[config.mk]
export PLATFORM = sky130hd
export DESIGN_NAME = twu_master
export DESIGN_NICKNAME = d
export VERILOG_FILES = /design/src/hw/twu_master.v /design/src/hw/twu_buf.v
export VERILOG_INCLUDE_DIRS = /design/src /design/src/common
export SDC_FILE = /design/constraint.sdc
export NUM_CORES = 1
export LEC_CHECK = 0
export ABC_AREA = 0
export BUFFER_PORTS_ARGS = -buffer_cell sky130_fd_sc_hd__buf_2
export CAP_MARGIN = 25
export CORE_MARGIN = 4
export CORE_UTILIZATION = 45
export CTS_BUF_LIST = sky130_fd_sc_hd__clkbuf_4
export DETAILED_ROUTE_END_ITERATION = 10
export GPL_TIMING_DRIVEN = 0
export SLEW_MARGIN = 0
export SYNTH_ARGS = -nofsm -noshare
export SYNTH_HDL_FRONTEND = slang
export SYNTH_SLANG_ARGS = --single-unit
[constraint.sdc]
create_clock -name clk -period 2.55 [get_ports clk]
set_input_delay 0.255 -clock clk [delete_from_list [all_inputs] [get_ports clk]]
set_output_delay 0.255 -clock clk [all_outputs]
set_load 0.05 [all_outputs]
[src/common/twu_regs.vh]
// Constants for the two-wire unit bus master: timing counts and bit layout.
// Assumes a 10 MHz system clock; all counts derive from the clock period.
`ifndef TWU_REGS_VH
`define TWU_REGS_VH

// ------------------------------------------------------------------
// Timing
// ------------------------------------------------------------------
`define TWU_CLK_NS     100
`define TWU_T_QTR_NS   2500
`define TWU_QTR_CYC    ((`TWU_T_QTR_NS + `TWU_CLK_NS - 1) / `TWU_CLK_NS)
`define TWU_T_FREE_NS  4700
`define TWU_FREE_CYC   ((`TWU_T_FREE_NS + `TWU_CLK_NS - 1) / `TWU_CLK_NS)

// ------------------------------------------------------------------
// Byte framing
// ------------------------------------------------------------------
`define TWU_BYTE_W     8
`define TWU_ACK_IDX    4'h8
`define TWU_DIR_READ   1'b1
`define TWU_DIR_WRITE  1'b0
`define TWU_GCALL_ADDR 8'h00

`endif

[src/hw/twu_master.v]
// Two-wire unit bus master: drives SCL and SDA open-drain, frames bytes.
// Assumes external pull-ups and a command source on the same clock.
`include "twu_regs.vh"

module twu_master (
   input  wire       clk,
   input  wire       sys_rst,
   input  wire       cmd_valid,
   output reg        cmd_ready_ff,
   input  wire       cmd_start,
   input  wire       cmd_stop,
   input  wire       cmd_read,
   input  wire       cmd_last,
   input  wire [7:0] cmd_data,
   output wire       rd_valid,
   input  wire       rd_ready,
   output wire [7:0] rd_data,
   output reg        done_ff,
   output reg        nack_ff,
   output reg        arb_lost_ff,
   output reg        bus_err_ff,
   output reg        busy_ff,
   input  wire       scl_i,
   output reg        scl_o_ff,
   output reg        scl_oe_n_ff,
   input  wire       sda_i,
   output reg        sda_o_ff,
   output reg        sda_oe_n_ff
);
   // ------------------------------------------------------------------
   // Declarations
   // ------------------------------------------------------------------
   localparam [2:0] S_IDLE   = 3'h0;
   localparam [2:0] S_START  = 3'h1;
   localparam [2:0] S_BIT    = 3'h2;
   localparam [2:0] S_WAIT   = 3'h3;
   localparam [2:0] S_RSTART = 3'h4;
   localparam [2:0] S_STOP   = 3'h5;
   localparam integer QTR_LAST = `TWU_QTR_CYC - 1;
   localparam integer FREE_CYC = `TWU_FREE_CYC;

   reg  [2:0] state_ff;
   reg  [1:0] ph_ff;
   reg  [3:0] bit_ff;
   reg  [7:0] sh_ff;
   reg        rd_mode_ff;
   reg        last_ff;
   reg  [7:0] div_ff;
   reg        tick_ff;
   reg        scl_m_ff, scl_s_ff, scl_q_ff;
   reg        sda_m_ff, sda_s_ff, sda_q_ff;
   reg  [7:0] free_ff;
   reg        stop_seen_ff;
   reg        push_ff;
   reg  [7:0] push_data_ff;
   wire       buf_ready;
   wire       start_det;
   wire       stop_det;
   wire       take;

   // ------------------------------------------------------------------
   // Line synchronisers and condition detection
   // ------------------------------------------------------------------
   // Two flops per line, third flop holds the previous settled level
   always @(posedge clk) begin
      if (sys_rst) begin
         scl_m_ff <= 1'b1;
         scl_s_ff <= 1'b1;
         scl_q_ff <= 1'b1;
         sda_m_ff <= 1'b1;
         sda_s_ff <= 1'b1;
         sda_q_ff <= 1'b1;
      end else begin
         scl_m_ff <= scl_i;
         scl_s_ff <= scl_m_ff;
         scl_q_ff <= scl_s_ff;
         sda_m_ff <= sda_i;
         sda_s_ff <= sda_m_ff;
         sda_q_ff <= sda_s_ff;
      end
   end

   // SDA edges while SCL stays high
   assign start_det = scl_s_ff & scl_q_ff & sda_q_ff & ~sda_s_ff;
   assign stop_det  = scl_s_ff & scl_q_ff & ~sda_q_ff & sda_s_ff;

   // Bus busy from any Start until the free time after a Stop
   always @(posedge clk) begin
      if (sys_rst) begin
         busy_ff      <= 1'b0;
         stop_seen_ff <= 1'b0;
         free_ff      <= 8'h00;
      end else if (start_det) begin
         busy_ff      <= 1'b1;
         stop_seen_ff <= 1'b0;
      end else if (stop_det) begin
         stop_seen_ff <= 1'b1;
         free_ff      <= 8'h00;
      end else if (stop_seen_ff) begin
         if (free_ff == FREE_CYC[7:0]) begin
            busy_ff      <= 1'b0;
            stop_seen_ff <= 1'b0;
         end else begin
            free_ff <= free_ff + 8'h01;
         end
      end
   end

   // ------------------------------------------------------------------
   // Quarter-period enable divider
   // ------------------------------------------------------------------
   always @(posedge clk) begin
      if (sys_rst || state_ff == S_IDLE) begin
         div_ff  <= 8'h00;
         tick_ff <= 1'b0;
      end else begin
         tick_ff <= (div_ff == QTR_LAST[7:0]);
         div_ff  <= (div_ff == QTR_LAST[7:0]) ? 8'h00 : div_ff + 8'h01;
      end
   end

   // ------------------------------------------------------------------
   // Receive buffer
   // ------------------------------------------------------------------
   twu_buf u_buf (
      .clk          (clk),
      .sys_rst      (sys_rst),
      .in_valid     (push_ff),
      .in_ready     (buf_ready),
      .in_data      (push_data_ff),
      .out_valid_ff (rd_valid),
      .out_ready    (rd_ready),
      .out_data_ff  (rd_data)
   );

   assign take = cmd_valid & cmd_ready_ff;

   // ------------------------------------------------------------------
   // Bus sequencer
   // ------------------------------------------------------------------
   // Lines are released in idle; a slave may hold SCL low to stretch the clock
   always @(posedge clk) begin
      if (sys_rst) begin
         state_ff     <= S_IDLE;
         ph_ff        <= 2'h0;
         bit_ff       <= 4'h0;
         sh_ff        <= 8'h00;
         rd_mode_ff   <= 1'b0;
         last_ff      <= 1'b0;
         cmd_ready_ff <= 1'b0;
         done_ff      <= 1'b0;
         nack_ff      <= 1'b0;
         arb_lost_ff  <= 1'b0;
         bus_err_ff   <= 1'b0;
         push_ff      <= 1'b0;
         push_data_ff <= 8'h00;
         scl_o_ff     <= 1'b0;
         scl_oe_n_ff  <= 1'b1;
         sda_o_ff     <= 1'b0;
         sda_oe_n_ff  <= 1'b1;
      end else begin
         done_ff      <= 1'b0;
         arb_lost_ff  <= 1'b0;
         bus_err_ff   <= 1'b0;
         push_ff      <= 1'b0;
         cmd_ready_ff <= 1'b0;
         case (state_ff)
            S_IDLE: begin
               scl_oe_n_ff  <= 1'b1;
               sda_oe_n_ff  <= 1'b1;
               cmd_ready_ff <= ~take & ~busy_ff & scl_s_ff & sda_s_ff & buf_ready;
               if (take) begin
                  done_ff <= ~cmd_start; // Lone Stop or byte without Start dropped
                  if (cmd_start) begin
                     state_ff   <= S_START;
                     ph_ff      <= 2'h0;
                     sh_ff      <= cmd_data;
                     rd_mode_ff <= 1'b0;
                  end
               end
            end
            S_START: begin
               if (tick_ff) begin
                  ph_ff <= ph_ff + 2'h1;
                  if (ph_ff == 2'h0) begin
                     sda_oe_n_ff <= 1'b0;
                  end else begin
                     scl_oe_n_ff <= 1'b0;
                     state_ff    <= S_BIT;
                     ph_ff       <= 2'h0;
                     bit_ff      <= 4'h0;
                  end
               end
            end
            S_BIT: begin
               if (start_det || stop_det) begin
                  state_ff    <= S_IDLE;
                  bus_err_ff  <= 1'b1;
                  scl_oe_n_ff <= 1'b1;
                  sda_oe_n_ff <= 1'b1;
               end else if (ph_ff == 2'h0) begin
                  if (tick_ff) begin
                     // Data set up with SCL low
                     if (bit_ff == `TWU_ACK_IDX)
                        sda_oe_n_ff <= ~(rd_mode_ff & ~last_ff);
                     else
                        sda_oe_n_ff <= rd_mode_ff | sh_ff[7];
                     ph_ff <= 2'h1;
                  end
               end else if (ph_ff == 2'h1) begin
                  if (tick_ff) begin
                     scl_oe_n_ff <= 1'b1;
                     ph_ff       <= 2'h2;
                  end
               end else if (ph_ff == 2'h2) begin
                  if (tick_ff && scl_s_ff) begin
                     ph_ff <= 2'h3;
                     if (bit_ff != `TWU_ACK_IDX) begin
                        sh_ff <= {sh_ff[6:0], sda_s_ff};
                        if (~rd_mode_ff & sh_ff[7] & ~sda_s_ff) begin
                           state_ff    <= S_IDLE;
                           arb_lost_ff <= 1'b1;
                           scl_oe_n_ff <= 1'b1;
                           sda_oe_n_ff <= 1'b1;
                        end
                     end else if (~rd_mode_ff) begin
                        nack_ff <= sda_s_ff;
                     end
                  end
               end else begin
                  if (tick_ff || ~scl_s_ff) begin
                     scl_oe_n_ff <= 1'b0;
                     ph_ff       <= 2'h0;
                     bit_ff      <= bit_ff + 4'h1;
                     if (bit_ff == `TWU_ACK_IDX) begin
                        state_ff     <= S_WAIT;
                        done_ff      <= 1'b1;
                        push_ff      <= rd_mode_ff;
                        push_data_ff <= sh_ff;
                     end
                  end
               end
            end
            S_WAIT: begin
               // SCL held low until the next command
               cmd_ready_ff <= ~take & buf_ready;
               if (take) begin
                  ph_ff   <= 2'h0;
                  bit_ff  <= 4'h0;
                  sh_ff   <= cmd_start ? cmd_data : (cmd_read ? 8'hff : cmd_data);
                  last_ff <= cmd_last;
                  rd_mode_ff <= cmd_read & ~cmd_start;
                  if (cmd_start)
                     state_ff <= S_RSTART;
                  else if (cmd_stop)
                     state_ff <= S_STOP;
                  else
                     state_ff <= S_BIT;
               end
            end
            S_RSTART: begin
               if (tick_ff && (ph_ff != 2'h2 || scl_s_ff)) begin
                  ph_ff <= ph_ff + 2'h1;
                  case (ph_ff)
                     2'h0: sda_oe_n_ff <= 1'b1;
                     2'h1: scl_oe_n_ff <= 1'b1;
                     2'h2: sda_oe_n_ff <= 1'b0;
                     default: begin
                        scl_oe_n_ff <= 1'b0;
                        state_ff    <= S_BIT;
                        ph_ff       <= 2'h0;
                     end
                  endcase
               end
            end
            S_STOP: begin
               if (tick_ff && (ph_ff != 2'h2 || scl_s_ff)) begin
                  ph_ff <= ph_ff + 2'h1;
                  case (ph_ff)
                     2'h0: sda_oe_n_ff <= 1'b0;
                     2'h1: scl_oe_n_ff <= 1'b1;
                     default: begin
                        sda_oe_n_ff <= 1'b1;
                        state_ff    <= S_IDLE;
                        done_ff     <= 1'b1;
                     end
                  endcase
               end
            end
            default: state_ff <= S_IDLE;
         endcase
      end
   end
endmodule // twu_master

[src/hw/twu_buf.v]
// Two-entry receive buffer with valid and ready on both sides.
// Assumes one clock; the head entry register drives the read data directly.
module twu_buf (
   input  wire       clk,
   input  wire       sys_rst,
   input  wire       in_valid,
   output wire       in_ready,
   input  wire [7:0] in_data,
   output reg        out_valid_ff,
   input  wire       out_ready,
   output reg  [7:0] out_data_ff
);
   reg  [1:0] count_ff;
   reg  [7:0] spare_ff;
   wire       push;
   wire       pop;
   reg  [1:0] nxt_count;

   // Handshakes on both sides
   assign in_ready = (count_ff != 2'h2);
   assign push     = in_valid & in_ready;
   assign pop      = out_valid_ff & out_ready;

   // Occupancy after this cycle
   always @* begin
      nxt_count = count_ff;
      if (push & ~pop)
         nxt_count = count_ff + 2'h1;
      else if (pop & ~push)
         nxt_count = count_ff - 2'h1;
   end

   // Head and spare entries
   always @(posedge clk) begin
      if (sys_rst) begin
         count_ff     <= 2'h0;
         spare_ff     <= 8'h00;
         out_data_ff  <= 8'h00;
         out_valid_ff <= 1'b0;
      end else begin
         count_ff     <= nxt_count;
         out_valid_ff <= (nxt_count != 2'h0);
         if (pop && count_ff == 2'h2)
            out_data_ff <= spare_ff;
         if (push) begin
            if (count_ff == 2'h0 || (count_ff == 2'h1 && pop))
               out_data_ff <= in_data;
            else
               spare_ff <= in_data;
         end
      end
   end
endmodule // twu_buf

# Word-level counts from Yosys, hierarchy flattened
# Index checks and enable logic that the tools add are counted.
# word_totals
elab_cells	301
ff_bits	79
inputBits	18
# classes
n_addsub	6
bitwise_logic	42
reduce_logical	42
eq_ne	61
mux	120
# ops
cell	n
8-bit two-way mux	17
3-bit two-way mux	20
4-bit != test, second input constant	13
2-bit != test, second input constant	25
1-bit two-way mux	45
2-bit two-way mux	18
4-bit two-way mux	8
5-bit != test, second input constant	6
13-bit AND reduction	2
8-bit one-hot mux with 3 select lines	1
1-bit inverter	22
1-bit AND	19
3-bit one-hot mux with 6 select lines	1
8-bit by 1-bit adder with 8-bit output, second input constant	2
16-bit AND reduction	1
8-bit OR reduction	2
3-bit != test, second input constant	5
2-bit one-hot mux with 6 select lines	1
4-bit one-hot mux with 3 select lines	1
12-bit AND reduction	1
1-bit one-hot mux with 2 select lines	5
1-bit one-hot mux with 5 select lines	2
10-bit AND reduction	1
2-bit nonzero test	5
28 further kinds	48

# Depth between registers and ports, before layout
# depth
depth_word	11
mapped_depth	10
ltp_nobuf	8

# By module
# A second synthesis with hierarchy kept.
# hier_totals
hier_cells	498
area_unflattened_um2	4202.8
# modules_own_cells
mod	area_per_inst_um2	cells_each	instances	seq_area_each_um2
twu_master	3357.0	401	1	1201.2
twu_buf	845.8	97	1	380.4

# Worst setup path after synthesis
# Ideal clock, no wire load.
# synth_timing
kind	reg2reg
from	reg ph_ff[0]
to	reg bit_ff[3]
t_arrival_ns	1.911
path_slack_ns	0.569
stages_incl_launch_ff	9
required_time_ns	2.480
cell_sequence	dfxtp_1 inv_1 ha_1 buf_6 nor2_2 nand3_1 a221o_1 or3_1 a21oi_1
# synth_via
elab_chain_len	3
# synth_lines
element	line	text
start: declaration	twu_master.v:43	reg [1:0] ph_ff;
start signal: assignment	twu_master.v:184	ph_ff <= ph_ff + 2'h1;
start signal: assignment	twu_master.v:263	ph_ff <= ph_ff + 2'h1;
start signal: assignment	twu_master.v:278	ph_ff <= ph_ff + 2'h1;
2-bit == test (tied with other cells)	twu_master.v:215	end else if (ph_ff == 2'h2) begin
2-bit != test (no line)	--	
9-bit AND reduction (no line) *	--	
end signal: assignment	twu_master.v:234	bit_ff <= bit_ff + 4'h1;
end: declaration	twu_master.v:44	reg [3:0] bit_ff;
# Mark *: on every way between the ends. The rest lies on a longest branch, timed or not.
# A chain may end at the register's enable or synchronous reset.

# Worst setup path after layout
# Same ends and word-level chain as after synthesis.

==> flow_summary.yaml <==
run_status:
  outcome: "finished clean"
placement:
  gp_congestion: 0.9470
  placed_area_mm2: 0.004332
  pre_cts_slack_ns: 0.3044
  placedCellCount: 614
  io_buffer_count: 33
  dpl.hpwl_mm: 7.411
setup_path:
  r2r-end: "bit_ff[3]$_SDFFE_PP0P_"
  crit_arrival_ns: 2.69
  startpoint: "ph_ff[0]$_SDFFE_PP0P_"
  setup.worst_path.class: "reg2reg"
  slowest_stage: "a221o_1"
  required_ns: 2.93
  r2r-start: "ph_ff[0]$_SDFFE_PP0P_"
  crit_path_max_incr_delay_ns: 0.47
  reg2reg_slack_ns: 0.24
  end_kind: "flip-flop"
  path_cells: "inv_1, ha_1, buf_6, nor2_2, nand3_1, a221o_1, or3_1, a21oi_1"
  path_max_fanout: 10
  start_kind: "flip-flop"
  rr_worst_depth: 8
power_and_ir_drop:
  switching_share_pct: 29.62
  pwr_density_cell_mw_per_mm2: 534.2
  intPower_w: 0.001690
  switchingPower_w: 0.0007114
  ir_drop_v: 0.0002377
  p_clk_share_pct: 32.5
  p_comb_share_pct: 13.9
  leakage_nw: 1.853
  power_w: 0.002402
  seqPwrFrac_pct: 53.7
hold_path:
  min_delay_path_depth: 3
  hold_start: "cmd_last"
  min_path_type: "in2reg"
  whs_endpoint: "last_ff$_SDFFE_PP0P_"
synthesis:
  async_flop_share_pct: 0
  synth_top_cell_by_area: "dfxtp_1"
  synth_top_family_by_area: "simple AND/OR/NAND/NOR gates"
  synth_top_area_share_pct: 39.27
  syn_inst: 472
  ys.flop_type: "dfxtp_1"
  synth.area.top_cells: "dfxtp_1, mux2i_1, nor2_1"
  synth_mux_area_share_pct: 7.829
  synthAdderAreaFrac_pct: 4.349
  postSynthAreaPerCell_um2: 8.533
  synth_compound_area_share_pct: 15.53
  synth-xor-area-share_pct: 3.448
  post_synth_and_or_nand_nor_area_fraction_pct: 24.14
  ys_ff_latch: 79
  syn_area_mm2: 0.004028
  synth-warning-count: 0
  yosysUniqueCellTypes: 64
  synth_edf_count: 0
  seq_area_frac_synth_pct: 39.27
timing:
  tightest_slew_ns: 0.6748
  post-route-period-util_pct: 90.49
  clock_skew_ns: 0.02636
  fin_crit_ns: 2.308
  setup_violations: 0
  maxSlewViolCount: 0
  rsz0062_at_grt: "no"
  setup_ws_ns: 0.2425
  hold_violations: 0
  slew-limit-headroom_pct: 55.01
  clock.fmax_ghz: 0.4334
  tns_ns: 0
global_routing:
  grt_pass1_vias: 3347
  grt_usage_pct: 20.61
  antenna_found_initial: 0
  grt_first_pass_wirelength_mm: 17.00
  grt_max_degree: 15
  overflow: 0
finish:
  layout_common_cells: "dfxtp_1, nor2_1, buf_2"
  fin_nets: 551
  mostFrequentLayoutCell: "dfxtp_1"
  n_fill_cell: 844
  synthToLayoutAreaGrowth_pct: 11.62
  stdcell_area_mm2: 0.004496
  antennaDiodeCount: 0
  instances_no_fill: 632
  drive_above_1_share_pct: 16.98
route:
  vias: 3527
  detail-route-antenna-nets: 0
  drc: 0
  drt-total-wl_mm: 10.05
  wl_per_cell_um: 15.91
  viasPerCell: 5.581
  drt_iter0_markers: 258
  firstDrtPassIters: 4
clock_tree:
  tritoncts: "built"
  clkTransAtPathRegs_ns: 0.13
  cts_max_path_buffers: 2
  h-tree-depth: 3
  cts_sinks: 79
  postCtsSetupBuffers: 0
  clock-root-buffer: "clkbuf_4"
  clk_latency_ns: 0.45
  numCtsBuffers: 9
floorplanning:
  ios: 37
  dieArea_mm2: 0.01053
  initial_core_util_pct: 46.18
  rows: 34
  core_mm2: 0.008721
  chipHeight_um: 102.6
  die_width_um: 102.6
run:
  drv_cap: 0
-- stage by stage --
stage	util, %	hold slack (ns)
floorplan	-	0.3588
global placement	49.67	0.3943
detailed placement	49.67	0.3933
CTS	51.55	0.06401
global route	51.55	0.08310
finish	51.55	0.06873
-- logic make-up after synthesis --
kind of cell | count (synthesis)
and+or+nand+nor | 193
AOI/OAI and AO/OA | 94
DFF | 79
buffers and inverters | 45
muxes | 31
xor gates and xnor gates | 15
adders and majority gates | 14
other | 1
-- repair_timing --
action / CTS / global route
gates resized for setup: 0 / 0
endpoints found under the hold margin: 2 / 0
hold buffers: 2 / 0
-- area by class of cell --
cell class                 instances  area (µm²)  area share [%]
clock buffer                      10       75.07           1.670
inverter                          17       63.81           1.419
buffer                            28       151.4           3.368
multi-input combinational        349        2235           49.71
tap                              108       135.1           3.006
timing repair buffer              35       185.2           4.119
clock inverter                     6       68.82           1.531
sequential                        79        1582           35.18
-- cell usage after synthesis (2+ instances only) --
cell type / n
and2_1: 3
ha_1: 14
mux2i_1: 30
nor2_2: 3
inv_1: 17
nand2b_2: 2
and3b_1: 2
xnor2_1: 4
nand3_1: 14
buf_4: 3
and3_1: 7
nand3b_1: 2
and4_1: 2
nand4_1: 7
nor2b_1: 5
clkbuf_1: 12
o21ai_1: 2
a211oi_1: 10
nand2_1: 34
o311ai_0: 2
or2_2: 8
buf_6: 3
nor3_1: 15
a21oi_1: 29
o21ai_0: 14
o31ai_1: 4
xor2_1: 10
a31oi_1: 4
o211ai_1: 2
a22oi_1: 3
or3_1: 6
dfxtp_1: 79
nor3b_1: 3
a21boi_0: 2
nor2_1: 66
buf_2: 9
nand2b_1: 5
o221ai_1: 9
-- metal layers --
metal	routed length (µm)	track usage (%)	vias to the layer above
met5	0	0	-
met4	201	6.458	0
met3	631	4.398	15
met2	4388	29.74	103
met1	4831	30.60	1654
li1	-	-	1755
-- worst max-delay path by stage --
stage                          endpoint  slack, ns  cells after the start
2_1_floorplan    bit_ff[3]$_SDFFE_PP0P_       0.57                      8
3_3_place_gp   scl_oe_n_ff$_SDFFE_PP1P_       0.31                      8
3_5_place_dp     bit_ff[3]$_SDFFE_PP0P_       0.30                      8
4_1_cts          bit_ff[3]$_SDFFE_PP0P_       0.26                      8
5_1_grt          bit_ff[3]$_SDFFE_PP0P_       0.09                      8
6_report         bit_ff[3]$_SDFFE_PP0P_       0.24                      8
-- worst max-delay path, delay by kind of cell (launching register included) --
family / cells / cell delay (ns)
AOI/OAI and AO/OA: 2 / 0.61
adders and majority gates: 1 / 0.22
buffers and inverters: 2 / 0.27
DFF: 1 / 0.42
and+or+nand+nor: 3 / 0.73
-- sequential cells by signal (all words and copies together), names as in the netlist, 2 cells and up --
name               count
sh_ff                  8
u_buf.out_data_ff      8
div_ff                 8
u_buf.spare_ff         8
ph_ff                  2
u_buf.count_ff         2
bit_ff                 4
free_ff                8
state_ff               3
push_data_ff           8
-- power groups by stage --
stage / Sequential (W) / Combinational [W] / Clock (W)
floorplan: 0.00135 / 0.000202 / 0
global placement: 0.00132 / 0.000326 / 0
detailed placement: 0.00132 / 0.000327 / 0
CTS: 0.00129 / 0.000330 / 0.000800
global route: 0.00129 / 0.000367 / 0.000868
finish: 0.00129 / 0.000333 / 0.000780
(Power assumes the default switching activity.)
